File: config.mk
export PLATFORM = sky130hd
export DESIGN_NAME = tdc_core
export DESIGN_NICKNAME = d
export VERILOG_FILES = /design/src/verilog/tdc_pkg.sv /design/src/verilog/tdc_pin_sync.sv /design/src/verilog/tdc_core.sv
export VERILOG_INCLUDE_DIRS = /design/src /design/src/verilog
export SDC_FILE = /design/constraint.sdc
export NUM_CORES = 1
export LEC_CHECK = 0
export BUFFER_PORTS_ARGS = -buffer_cell sky130_fd_sc_hd__buf_2
export CAP_MARGIN = 5
export CELL_PAD_IN_SITES_DETAIL_PLACEMENT = 0
export CELL_PAD_IN_SITES_GLOBAL_PLACEMENT = 2
export CORE_MARGIN = 2
export CORE_UTILIZATION = 42
export CTS_CLUSTER_SIZE = 16
export DETAILED_ROUTE_END_ITERATION = 10
export HOLD_SLACK_MARGIN = 0.06
export PLACE_DENSITY = 0.78
export SLEW_MARGIN = 25
export SYNTH_ARGS = -nofsm -noshare
export SYNTH_HDL_FRONTEND = slang
export SYNTH_SLANG_ARGS = --single-unit
File: constraint.sdc
create_clock -name mclk -period 3.65 [get_ports mclk]
set_clock_uncertainty 0.05 [all_clocks]
set_input_delay 0.73 -clock mclk [delete_from_list [all_inputs] [get_ports mclk]]
set_output_delay 0.73 -clock mclk [all_outputs]
set_load 0.02 [all_outputs]
File: src/verilog/tdc_defs.svh
`ifndef TDC_DEFS_SVH
`define TDC_DEFS_SVH

// register byte offsets
`define TDC_SYNTH_STEP_OFS   8'h04
`define TDC_SYNTH_INC_OFS    8'h08
`define TDC_DI_CFG_OFS       8'h0c
`define TDC_SYNC_STAT_OFS    8'h10
`define TDC_INC_VAR_OFS      8'h14
`define TDC_ROLE_CFG_OFS     8'h18
`define TDC_CMD_CTRL_OFS     8'h20
`define TDC_CMD_TIME_OFS     8'h24
`define TDC_DAT_BASE_OFS     8'h44
`define TDC_TIMESTAMP_TIMECODE_COMPARE_OFS         8'h80
`define TDC_LAT0_OFS         8'ha4
`define TDC_LAT1_OFS         8'ha8

// synthesizer and elapsed time
`define TDC_SYNTH_W          30
`define TDC_ESTEP_W          8
`define TDC_ELAPSED_W        40
`define TDC_TC_LSB           8

// distributed interrupt config fields
`define TDC_MASK_LSB         16
`define TDC_MASK_W           6
`define TDC_RECEIVED_INTERRUPT_MSB_BIT        13
`define TDC_TRANSMITTED_INTERRUPT_MSB_BIT        12
`define TDC_WIDE_INTERRUPT_ENABLE_BIT         11
`define TDC_ACK_BIT          10
`define TDC_RECEIVED_INTERRUPT_NUMBER_LSB         5
`define TDC_TRANSMITTED_INTERRUPT_NUMBER_LSB         0
`define TDC_DINUM_W          5
`define TDC_DI_CFG_WMASK     32'h003f3c1f

// sync status fields
`define TDC_MA_BIT           31
`define TDC_EDS_LSB          24
`define TDC_FW_LSB           16
`define TDC_CW_LSB           8
`define TDC_ARM_BIT          3
`define TDC_LC_BIT           2
`define TDC_TCQ_BIT          1
`define TDC_SYNCHRONISED_FLAG_BIT       0
`define TDC_MA_VALUE         1'b0

// command control fields
`define TDC_NC_BIT           31
`define TDC_IS_BIT           30
`define TDC_CTC_LSB          16
`define TDC_CTRL_WMASK       32'hc0ffffff

// role config fields
`define TDC_INIT_BIT         0
`define TDC_TGT_BIT          1
`define TDC_XLD_EN_BIT       2
`define TDC_XLD_RISE_BIT     3

`define TDC_DAT_CH           4
`define TDC_RESET_WORD       32'h00000000

`endif

File: src/verilog/tdc_pkg.sv
`default_nettype none

package tdc_pkg;
	typedef logic [31:0] tdc_word_t;
	typedef logic [7:0]  tdc_addr_t;
	typedef logic [7:0]  tdc_tcode_t;
	typedef logic [5:0]  tdc_dinum_t;
endpackage

`default_nettype wire

File: src/verilog/tdc_pin_sync.sv
`default_nettype none

module tdc_pin_sync #(
	parameter int W = 1
) (
	input  wire logic         mclk,
	input  wire logic         nrst,
	input  wire logic [W-1:0] pin,
	output logic      [W-1:0] level_q
);
	logic [W-1:0] s1_q;
	logic [W-1:0] s2_q;
	logic [W-1:0] s3_q;

	always_ff @(posedge mclk or negedge nrst) begin
		if (!nrst) begin
			s1_q <= '0;
			s2_q <= '0;
			s3_q <= '0;
		end else begin
			s1_q <= pin;
			s2_q <= s1_q;
			s3_q <= s2_q;
		end
	end

	// a change counts only once stages two and three agree
	genvar i;
	generate
		for (i = 0; i < W; i++) begin : g_bit
			always_ff @(posedge mclk or negedge nrst) begin
				if (!nrst)
					level_q[i] <= 1'b0;
				else if (s2_q[i] == s3_q[i])
					level_q[i] <= s3_q[i];
			end
		end
	endgenerate
endmodule

`default_nettype wire

File: src/verilog/tdc_core.sv
`default_nettype none
`include "tdc_defs.svh"

// Functional notes
// - add elapsed_step on each synthesizer wrap
// - add synth_step to accumulator every clock
// - initiator compares time-code under match mask
// - timestamp_timecode_compare selects trigger time-code
// - received_interrupt_msb tops received number
// - transmitted_interrupt_msb tops transmitted number
// - wide mode allows all 64 interrupt numbers in interrupt-only mode
// - ack_mode_select picks acknowledge or interrupt-only
// - record last received interrupt number
// - hold transmitted interrupt number
// - datation flag sets on pin rising edge, read clears
// - report fine and coarse widths from preamble
// - armed flag set by write, cleared by load
// - external edge loads elapsed from command value
// - latency write sets flag in target role only, software clears
// - flag qualified time message on matching code
// - flag in-sync after init or external load; sync only once already in-sync
// - init_or_sync_select picks init or sync
// - initiator time message on command_timecode match
// - target qualifies on command_timecode match
// - preamble gives coarse and fine octet counts
// - command_time_word0 supplies elapsed bits 0..31
// - mitigation_present reads as zero
module tdc_core
	import tdc_pkg::*;
(
	input  wire logic            mclk,
	input  wire logic            nrst,
	input  wire tdc_addr_t       reg_addr,
	input  wire tdc_word_t       reg_wdata,
	input  wire logic            reg_wr,
	input  wire logic            reg_rd,
	output tdc_word_t            reg_rdata_q,
	input  wire logic            ext_load_pin,
	input  wire logic [3:0]      ext_dat_pin,
	input  wire logic            tc_rx_valid,
	input  wire tdc_tcode_t      tc_rx_value,
	input  wire logic            di_rx_valid,
	input  wire tdc_dinum_t      di_rx_number,
	output logic                 tc_tx_valid_q,
	output tdc_tcode_t           tc_tx_value_q,
	output logic                 tm_event_q,
	output logic                 di_tx_valid_q,
	output tdc_dinum_t           di_tx_number_q,
	output logic                 di_ack_valid_q,
	output tdc_dinum_t           di_ack_number_q
);

	////////////////////////////////////////////////////////////////////
	// registers

	logic [`TDC_SYNTH_W-1:0]   synth_step_q;
	logic [`TDC_ESTEP_W-1:0]   elapsed_step_q;
	tdc_word_t                 di_cfg_q;
	tdc_word_t                 role_cfg_q;
	tdc_word_t                 cmd_ctrl_q;
	tdc_word_t                 cmd_time_q;
	tdc_tcode_t                timestamp_timecode_compare_q;
	tdc_word_t                 lat0_q;
	tdc_word_t                 lat1_q;
	logic [`TDC_SYNTH_W-1:0]   acc_q;
	logic [`TDC_ELAPSED_W-1:0] elapsed_q;
	logic                      armed_q;
	logic                      lc_q;
	logic                      tcq_q;
	logic                      synchronised_flag_q;
	logic [3:0]                eds_q;
	tdc_word_t                 dat_q [`TDC_DAT_CH];
	tdc_tcode_t                tc_prev_q;
	logic                      xld_prev_q;
	logic [3:0]                dat_prev_q;
	logic [5:0]                coarse_w_q;
	logic [6:0]                fine_w_q;

	////////////////////////////////////////////////////////////////////
	// pin synchronisers

	logic       xld_lvl;
	logic [3:0] dat_lvl;

	tdc_pin_sync #(.W(5)) u_sync (
		.mclk    (mclk),
		.nrst    (nrst),
		.pin     ({ext_load_pin, ext_dat_pin}),
		.level_q ({xld_lvl, dat_lvl})
	);

	////////////////////////////////////////////////////////////////////
	// decode

	wire is_init   = role_cfg_q[`TDC_INIT_BIT];
	wire is_tgt    = role_cfg_q[`TDC_TGT_BIT];
	wire xld_en    = role_cfg_q[`TDC_XLD_EN_BIT];
	wire xld_rise  = role_cfg_q[`TDC_XLD_RISE_BIT];
	wire ack_mode  = di_cfg_q[`TDC_ACK_BIT];
	wire wide_en   = di_cfg_q[`TDC_WIDE_INTERRUPT_ENABLE_BIT];
	wire wide_ok   = wide_en & ~ack_mode;
	wire new_cmd   = cmd_ctrl_q[`TDC_NC_BIT];
	wire init_sel  = cmd_ctrl_q[`TDC_IS_BIT];
	wire [7:0] cmd_tc = cmd_ctrl_q[`TDC_CTC_LSB +: 8];
	// preamble as written; widths latch with the write
	wire [15:0] command_preamble   = reg_wdata[15:0];

	wire wr_synth  = reg_wr && reg_addr == `TDC_SYNTH_STEP_OFS;
	wire wr_inc    = reg_wr && reg_addr == `TDC_SYNTH_INC_OFS;
	wire wr_dicfg  = reg_wr && reg_addr == `TDC_DI_CFG_OFS;
	wire wr_stat   = reg_wr && reg_addr == `TDC_SYNC_STAT_OFS;
	wire wr_role   = reg_wr && reg_addr == `TDC_ROLE_CFG_OFS;
	wire wr_ctrl   = reg_wr && reg_addr == `TDC_CMD_CTRL_OFS;
	wire wr_time   = reg_wr && reg_addr == `TDC_CMD_TIME_OFS;
	wire wr_timestamp_timecode_compare   = reg_wr && reg_addr == `TDC_TIMESTAMP_TIMECODE_COMPARE_OFS;
	wire wr_lat0   = reg_wr && reg_addr == `TDC_LAT0_OFS;
	wire wr_lat1   = reg_wr && reg_addr == `TDC_LAT1_OFS;

	// synthesizer: carry out of the accumulator is the wrap
	wire [`TDC_SYNTH_W:0] acc_sum = {1'b0, acc_q} + {1'b0, synth_step_q};
	wire synth_wrap = acc_sum[`TDC_SYNTH_W];

	// internal time-code follows the elapsed counter
	wire [7:0] tc_int = elapsed_q[`TDC_TC_LSB +: 8];
	wire tc_new = is_init && tc_int != tc_prev_q;
	wire [`TDC_MASK_W-1:0] timecode_match_mask = di_cfg_q[`TDC_MASK_LSB +: `TDC_MASK_W];
	wire tc_hit = ((tc_int[`TDC_MASK_W-1:0] ^ timestamp_timecode_compare_q[`TDC_MASK_W-1:0])
		& timecode_match_mask) == '0;
	wire tm_hit = tc_new && tc_int == cmd_tc;

	// target: qualify received code against command time-code
	wire rx_qual = is_tgt && tc_rx_valid && tc_rx_value == cmd_tc;
	wire rx_take = rx_qual && new_cmd;

	// external load on the chosen edge
	wire xld_edge = xld_rise ? (xld_lvl & ~xld_prev_q)
		: (~xld_lvl & xld_prev_q);
	wire xld_take = xld_en && armed_q && xld_edge;

	// preamble: coarse octets 1+b11:10 (+b6:5), fine b9:8 (+b4:2)
	wire [2:0] coarse_oct = 3'(command_preamble[11:10]) + 3'd1 + 3'(command_preamble[6:5]);
	wire [3:0] fine_oct   = 4'(command_preamble[9:8]) + 4'(command_preamble[4:2]);
	wire [5:0] coarse_w   = {coarse_oct, 3'b000};
	wire [6:0] fine_w     = {fine_oct, 3'b000};

	// transmitted and received interrupt numbers
	wire tx_msb = wide_ok & di_cfg_q[`TDC_TRANSMITTED_INTERRUPT_MSB_BIT];
	wire [5:0] tx_num = {tx_msb,
		di_cfg_q[`TDC_TRANSMITTED_INTERRUPT_NUMBER_LSB +: `TDC_DINUM_W]};
	wire rx_msb = wide_ok ? di_rx_number[5]
		: di_cfg_q[`TDC_RECEIVED_INTERRUPT_MSB_BIT];

	////////////////////////////////////////////////////////////////////
	// read mux

	wire [3:0] dat_rd;
	wire tdc_word_t stat_word = {`TDC_MA_VALUE, 3'b000, eds_q, 1'b0,
		fine_w_q, 2'b00, coarse_w_q, 4'h0, armed_q, lc_q, tcq_q,
		synchronised_flag_q};
	wire [1:0] dat_idx = 2'((reg_addr - `TDC_DAT_BASE_OFS) >> 2);
	wire in_dat = reg_addr >= `TDC_DAT_BASE_OFS
		&& reg_addr < `TDC_DAT_BASE_OFS + 8'h10
		&& reg_addr[1:0] == 2'b00;

	// unmapped and unusable locations read zero
	wire tdc_word_t rd_word =
		reg_addr == `TDC_SYNTH_STEP_OFS ? {2'b00, synth_step_q} :
		reg_addr == `TDC_SYNTH_INC_OFS ? {24'h0, elapsed_step_q} :
		reg_addr == `TDC_DI_CFG_OFS ? di_cfg_q :
		reg_addr == `TDC_SYNC_STAT_OFS ? stat_word :
		reg_addr == `TDC_ROLE_CFG_OFS ? role_cfg_q :
		reg_addr == `TDC_CMD_CTRL_OFS ? cmd_ctrl_q :
		reg_addr == `TDC_CMD_TIME_OFS ? cmd_time_q :
		reg_addr == `TDC_TIMESTAMP_TIMECODE_COMPARE_OFS ? {timestamp_timecode_compare_q, 24'h0} :
		reg_addr == `TDC_LAT0_OFS ? lat0_q :
		reg_addr == `TDC_LAT1_OFS ? lat1_q :
		in_dat ? dat_q[dat_idx] : `TDC_RESET_WORD;

	////////////////////////////////////////////////////////////////////
	// software registers

	always_ff @(posedge mclk or negedge nrst) begin
		if (!nrst) begin
			synth_step_q   <= '0;
			elapsed_step_q <= '0;
			role_cfg_q     <= '0;
			timestamp_timecode_compare_q         <= '0;
			lat0_q         <= '0;
			lat1_q         <= '0;
			cmd_time_q     <= '0;
			reg_rdata_q    <= '0;
		end else begin
			if (wr_synth)
				synth_step_q <= reg_wdata[`TDC_SYNTH_W-1:0];
			// compensation bits are dropped, they have no effect
			if (wr_inc)
				elapsed_step_q <= reg_wdata[`TDC_ESTEP_W-1:0];
			if (wr_role)
				role_cfg_q <= {28'h0, reg_wdata[3:0]};
			if (wr_timestamp_timecode_compare)
				timestamp_timecode_compare_q <= reg_wdata[31:24];
			if (wr_lat0)
				lat0_q <= reg_wdata;
			if (wr_lat1)
				lat1_q <= reg_wdata;
			if (wr_time)
				cmd_time_q <= reg_wdata;
			reg_rdata_q <= reg_rd ? rd_word : '0;
		end
	end

	// interrupt config: hardware updates the received number
	always_ff @(posedge mclk or negedge nrst) begin
		if (!nrst)
			di_cfg_q <= '0;
		else if (di_rx_valid) begin
			di_cfg_q[`TDC_RECEIVED_INTERRUPT_NUMBER_LSB +: `TDC_DINUM_W] <= di_rx_number[4:0];
			di_cfg_q[`TDC_RECEIVED_INTERRUPT_MSB_BIT] <= rx_msb;
		end else if (wr_dicfg)
			di_cfg_q <= reg_wdata & `TDC_DI_CFG_WMASK;
	end

	// new command is consumed by a qualified receive
	always_ff @(posedge mclk or negedge nrst) begin
		if (!nrst)
			cmd_ctrl_q <= '0;
		else if (wr_ctrl)
			cmd_ctrl_q <= reg_wdata & `TDC_CTRL_WMASK;
		else if (rx_take)
			cmd_ctrl_q[`TDC_NC_BIT] <= 1'b0;
	end

	// widths held, not decoded live: a zero preamble
	// would report one coarse octet and break the zero reset value
	always_ff @(posedge mclk or negedge nrst) begin
		if (!nrst) begin
			coarse_w_q <= '0;
			fine_w_q   <= '0;
		end else if (wr_ctrl) begin
			coarse_w_q <= coarse_w;
			fine_w_q   <= fine_w;
		end
	end

	////////////////////////////////////////////////////////////////////
	// synthesizer and elapsed counter

	// external load beats a received message, both beat stepping
	always_ff @(posedge mclk or negedge nrst) begin
		if (!nrst) begin
			acc_q     <= '0;
			elapsed_q <= '0;
		end else begin
			acc_q <= acc_sum[`TDC_SYNTH_W-1:0];
			if (xld_take)
				elapsed_q <= {8'h00, cmd_time_q};
			else if (rx_take)
				elapsed_q <= {8'h00, cmd_time_q};
			else if (synth_wrap)
				elapsed_q <= elapsed_q + `TDC_ELAPSED_W'(elapsed_step_q);
		end
	end

	////////////////////////////////////////////////////////////////////
	// status flags, set wins over clear

	always_ff @(posedge mclk or negedge nrst) begin
		if (!nrst) begin
			armed_q    <= 1'b0;
			lc_q       <= 1'b0;
			tcq_q      <= 1'b0;
			synchronised_flag_q   <= 1'b0;
			xld_prev_q <= 1'b0;
		end else begin
			xld_prev_q <= xld_lvl;
			if (wr_time && xld_en)
				armed_q <= 1'b1;
			else if (xld_take)
				armed_q <= 1'b0;
			if (is_tgt && (wr_lat0 || wr_lat1))
				lc_q <= 1'b1;
			else if (wr_stat && reg_wdata[`TDC_LC_BIT])
				lc_q <= 1'b0;
			if (rx_qual)
				tcq_q <= 1'b1;
			// sync only counts once the flag is already set, by a prior init or an external load
			if (rx_take && (init_sel || synchronised_flag_q))
				synchronised_flag_q <= 1'b1;
			else if (xld_take)
				synchronised_flag_q <= 1'b1;
		end
	end

	////////////////////////////////////////////////////////////////////
	// external datation channels

	genvar ch;
	generate
		for (ch = 0; ch < `TDC_DAT_CH; ch++) begin : g_dat
			wire hit = dat_lvl[ch] & ~dat_prev_q[ch];
			wire rd  = reg_rd && in_dat && dat_idx == 2'(ch);
			assign dat_rd[ch] = rd;
			always_ff @(posedge mclk or negedge nrst) begin
				if (!nrst) begin
					eds_q[ch]      <= 1'b0;
					dat_q[ch]      <= '0;
					dat_prev_q[ch] <= 1'b0;
				end else begin
					dat_prev_q[ch] <= dat_lvl[ch];
					if (hit) begin
						eds_q[ch] <= 1'b1;
						dat_q[ch] <= elapsed_q[31:0];
					end else if (dat_rd[ch])
						eds_q[ch] <= 1'b0;
				end
			end
		end
	endgenerate

	////////////////////////////////////////////////////////////////////
	// link outputs

	// four channel words, each read clears only its own channel's flag
	always_ff @(posedge mclk or negedge nrst) begin
		if (!nrst) begin
			tc_prev_q       <= '0;
			tc_tx_valid_q   <= 1'b0;
			tc_tx_value_q   <= '0;
			tm_event_q      <= 1'b0;
			di_tx_valid_q   <= 1'b0;
			di_tx_number_q  <= '0;
			di_ack_valid_q  <= 1'b0;
			di_ack_number_q <= '0;
		end else begin
			tc_prev_q     <= tc_int;
			tc_tx_valid_q <= tc_new;
			tc_tx_value_q <= tc_int;
			tm_event_q    <= tm_hit;
			di_tx_valid_q <= tc_new && tc_hit;
			di_tx_number_q <= tx_num;
			di_ack_valid_q <= is_tgt && ack_mode && di_rx_valid;
			di_ack_number_q <= di_rx_number;
		end
	end

endmodule

`default_nettype wire

==> summary.md <==
| Metric | Value |
|---|---|
| Post-Synth XOR/XNOR Area | 2.23% |
| Share of the synthesized area in the top cell type | 53.4% |
| Most used routing layer | met2 |
| Peak VDD IR | 0.350 mV |
| Final period util | 87.7% |
| Grt total ovfl | 0 |
| Async SR Flop Fraction | 100% |
| Routed wire length | 65900 µm |
| Total Routing Usage GR | 24.2% |
| Count leader, synth | dfrtp_1 |
| # diodes | 0 |
| Yosys warnings | 0 |
| Critical path arrival | 3.64 ns |
| IO Count | 121 |
| Nets | 2103 |
| Mean Syn Cell Area | 12.0 µm² |
| Routability cong. | 0.846 |
| HPWL Detailed | 47500 µm |
| Synth Area in Adders | 3.09% |
| Hold buffers post-CTS | 0 |
| DRC | 0 |
| Fillers | 4700 |
| Worst min path class | primary input to async pin |
| GR Util met2 | 38.7% |
| Fraction of synthesized area in multiplexers | 16.4% |
| Min cycle time layout | 3.20 ns |
| Largest net degree at the start of global routing | 86 |
| CTS Root Cell | clkbuf_16 |
| Die area | 0.0552 mm² |
| Pwr/cell area | 509 mW/mm² |
| H-Tree Depth | 2 |
| Final hold slack | 0.114 ns |
| CTS tree | built |
| Number of enable flip-flop cells after synthesis | 0 |
| Initial antenna violation count | 2 |
| Core area | 0.0527 mm² |
| Mapped Area | 0.0224 mm² |
| Initial drt markers | 1238 |
| PortBufs | 120 |
| Largest family of logic cells by synthesized area | multiplexers |
| Via count | 15.8k |
| TritonRoute pass-1 iters | 8 |
| Syn_nets | 1981 |
| RSZ-0062 raised after global routing | false |
| Post-synth top area cell | dfrtp_1 |
| Leakage power | 11.8 nW |
| Critical setup path kind | flop to flop |
| Met3 usage | 3.34% |
| Max-slew violations | 0 |
| Hold Vio Cnt, Final | 0 |
| Required @ worst endpoint | 4.09 ns |
| CTS Buf Count | 53 |
| Post-synthesis simple-gate area fraction | 7.66% |
| Number of synthesized register bits | 478 |
| # resized after CTS | 0 |
| Area Overhead vs Synth | 15.2% |
| Maximum clock insertion buffer count | 3 |
| Die H | 235 µm |
| Area of the multi-input gates | 0.00987 mm² |
| Worst-margin pin slew | 0.893 ns |
| Number of max-cap violations | 0 |
| Wire per inst | 24.2 µm |
| # Post-CTS Setup Buffers | 0 |
| Post-Syn Instances | 1867 |
| Sequential cell area | 0.0120 mm² |
| Die X | 235 µm |
| Status | finished, final reports clean |
| Vias in the first global route | 16.1k |
| Synth Area in Compound Gates | 14.4% |
| Global-route wire length before repair | 103000 µm |
| Top_reg_cell synth | dfrtp_1 |
| Peak Freq | 0.312 GHz |
| Met1 Usage GRT | 34.1% |
| Ranking of synthesized cells by area | dfrtp_1 (53%), mux2_2 (10%), mux4_2 (3.2%) |
| Worst-path maximum fanout | 32 |
| Setup TNS Final | 0 ns |
| Clk slew on worst S/H paths | 0.06 ns |
| Sequential share of the synthesized area | 53.4% |
| Endpoint type of the worst setup path | flop |
| Layout cells sized above 1 | 27.4% |
| DR vias/cell | 5.79 |
| Clock sinks | 478 |
| Clk_lat worst skew | 0.62 ns |
| Setup violations, final | 0 |
| Slew HR | 40.5% |
| Setup crit start kind | flop |
| Synth unique cells | 83 |
| FP Rows | 84 |
| Top cells by count, synth | dfrtp_1 (478), mux2_2 (208), nand2_1 (165) |
| DRT antenna net count | 0 |
| Initial core utilization | 42.6% |
## report_power, final
part	total [mW]	switching, mW	internal [mW]
sequential	5.89	0.210	5.68
combinational	1.80	1.07	0.724
clock	5.45	2.25	3.20
total	13.1	3.53	9.60
## through the flow
step                cell area (µm²)  cells  power, mW  util [%]  setup WS, ns
floorplan                     22400   1867       7.14         -        0.0761
detailed placement            24000   2622       7.79      45.6         0.375
CTS                           25800   2721       13.3      49.0         0.434
finish                        25800   2721       13.1      49.0         0.448
global placement              24000   2622       7.74      45.6         0.426
global route                  25800   2721       13.7      49.0         0.204
## state kept, by name (all words and copies together), names as in the netlist, 20 cells and up
signal / cells
acc_q: 30
cmd_ctrl_q: 26
cmd_time_q: 32
dat_q: 128
di_cfg_q: 20
elapsed_q: 32
lat0_q: 32
lat1_q: 32
reg_rdata_q: 32
synth_step_q: 30
## worst max-delay path: stages (launching register included)
cell and delay (ns):
dfrtp_1 0.37, ha_1 0.20, inv_1 0.07, fa_1 0.41, nor2b_1 0.19, o31ai_1 0.19
a211o_1 0.36, and3_1 0.18, o211ai_2 0.28, buf_4 0.42, nand2_1 0.17, o22a_1 0.20
## layout make-up
class / count / share of cell area, %
clock buffers: 80 / 6.27
inverters: 31 / 0.451
flip-flops and latches: 478 / 46.3
repair buffers: 185 / 4.69
well taps: 688 / 3.34
clock inverters: 19 / 0.659
multi-input cells: 1240 / 38.2
## cells by family after synthesis
| logic type | count (synthesis) |
|---|---|
| AOI/OAI and AO/OA | 478 |
| xor gates and xnor gates | 57 |
| adders and majority gates | 54 |
| buffers and inverters | 149 |
| DFF | 478 |
| muxes | 295 |
| and+or+nand+nor | 356 |
## path summary, 6_finish.rpt
kind,slack (ns),startpoint,endpoint,cells past startpoint
max in group asynchronous,2.57,nrst,lat1_q[14],2
min in group mclk,0.18,ext_dat_pin[3],u_sync.s1_q[3],1
worst min-delay path,0.11,nrst,dat_q[7],1
worst max-delay path,0.45,synth_step_q[0],elapsed_q[29],11
worst min register to register,0.29,u_sync.s1_q[0],u_sync.s2_q[0],0
worst max register to register,0.45,synth_step_q[0],elapsed_q[29],11
## metal layers
metal	share of wire, %	up-vias	wire length, µm
li1	-	7160	-
met1	45	8063	29800
met2	47	407	31100
met3	4.5	119	2960
met4	3.0	2	2010
met5	0.018	-	12
## placed cells by master (no fill, tap or decap), types with 28 or more instances in the layout
master       n
ha_1        45
nor2_1      45
a21oi_1     50
nand2_1    165
o21ai_0    126
mux4_2      32
a22oi_1     56
dfrtp_1    478
inv_1       31
buf_4       56
o21ai_1     28
mux2_2     208
buf_2      119
nand3_1     32
clkbuf_16   54
mux2_1      52
xnor2_1     45
Power figures use the tool's default switching activity.
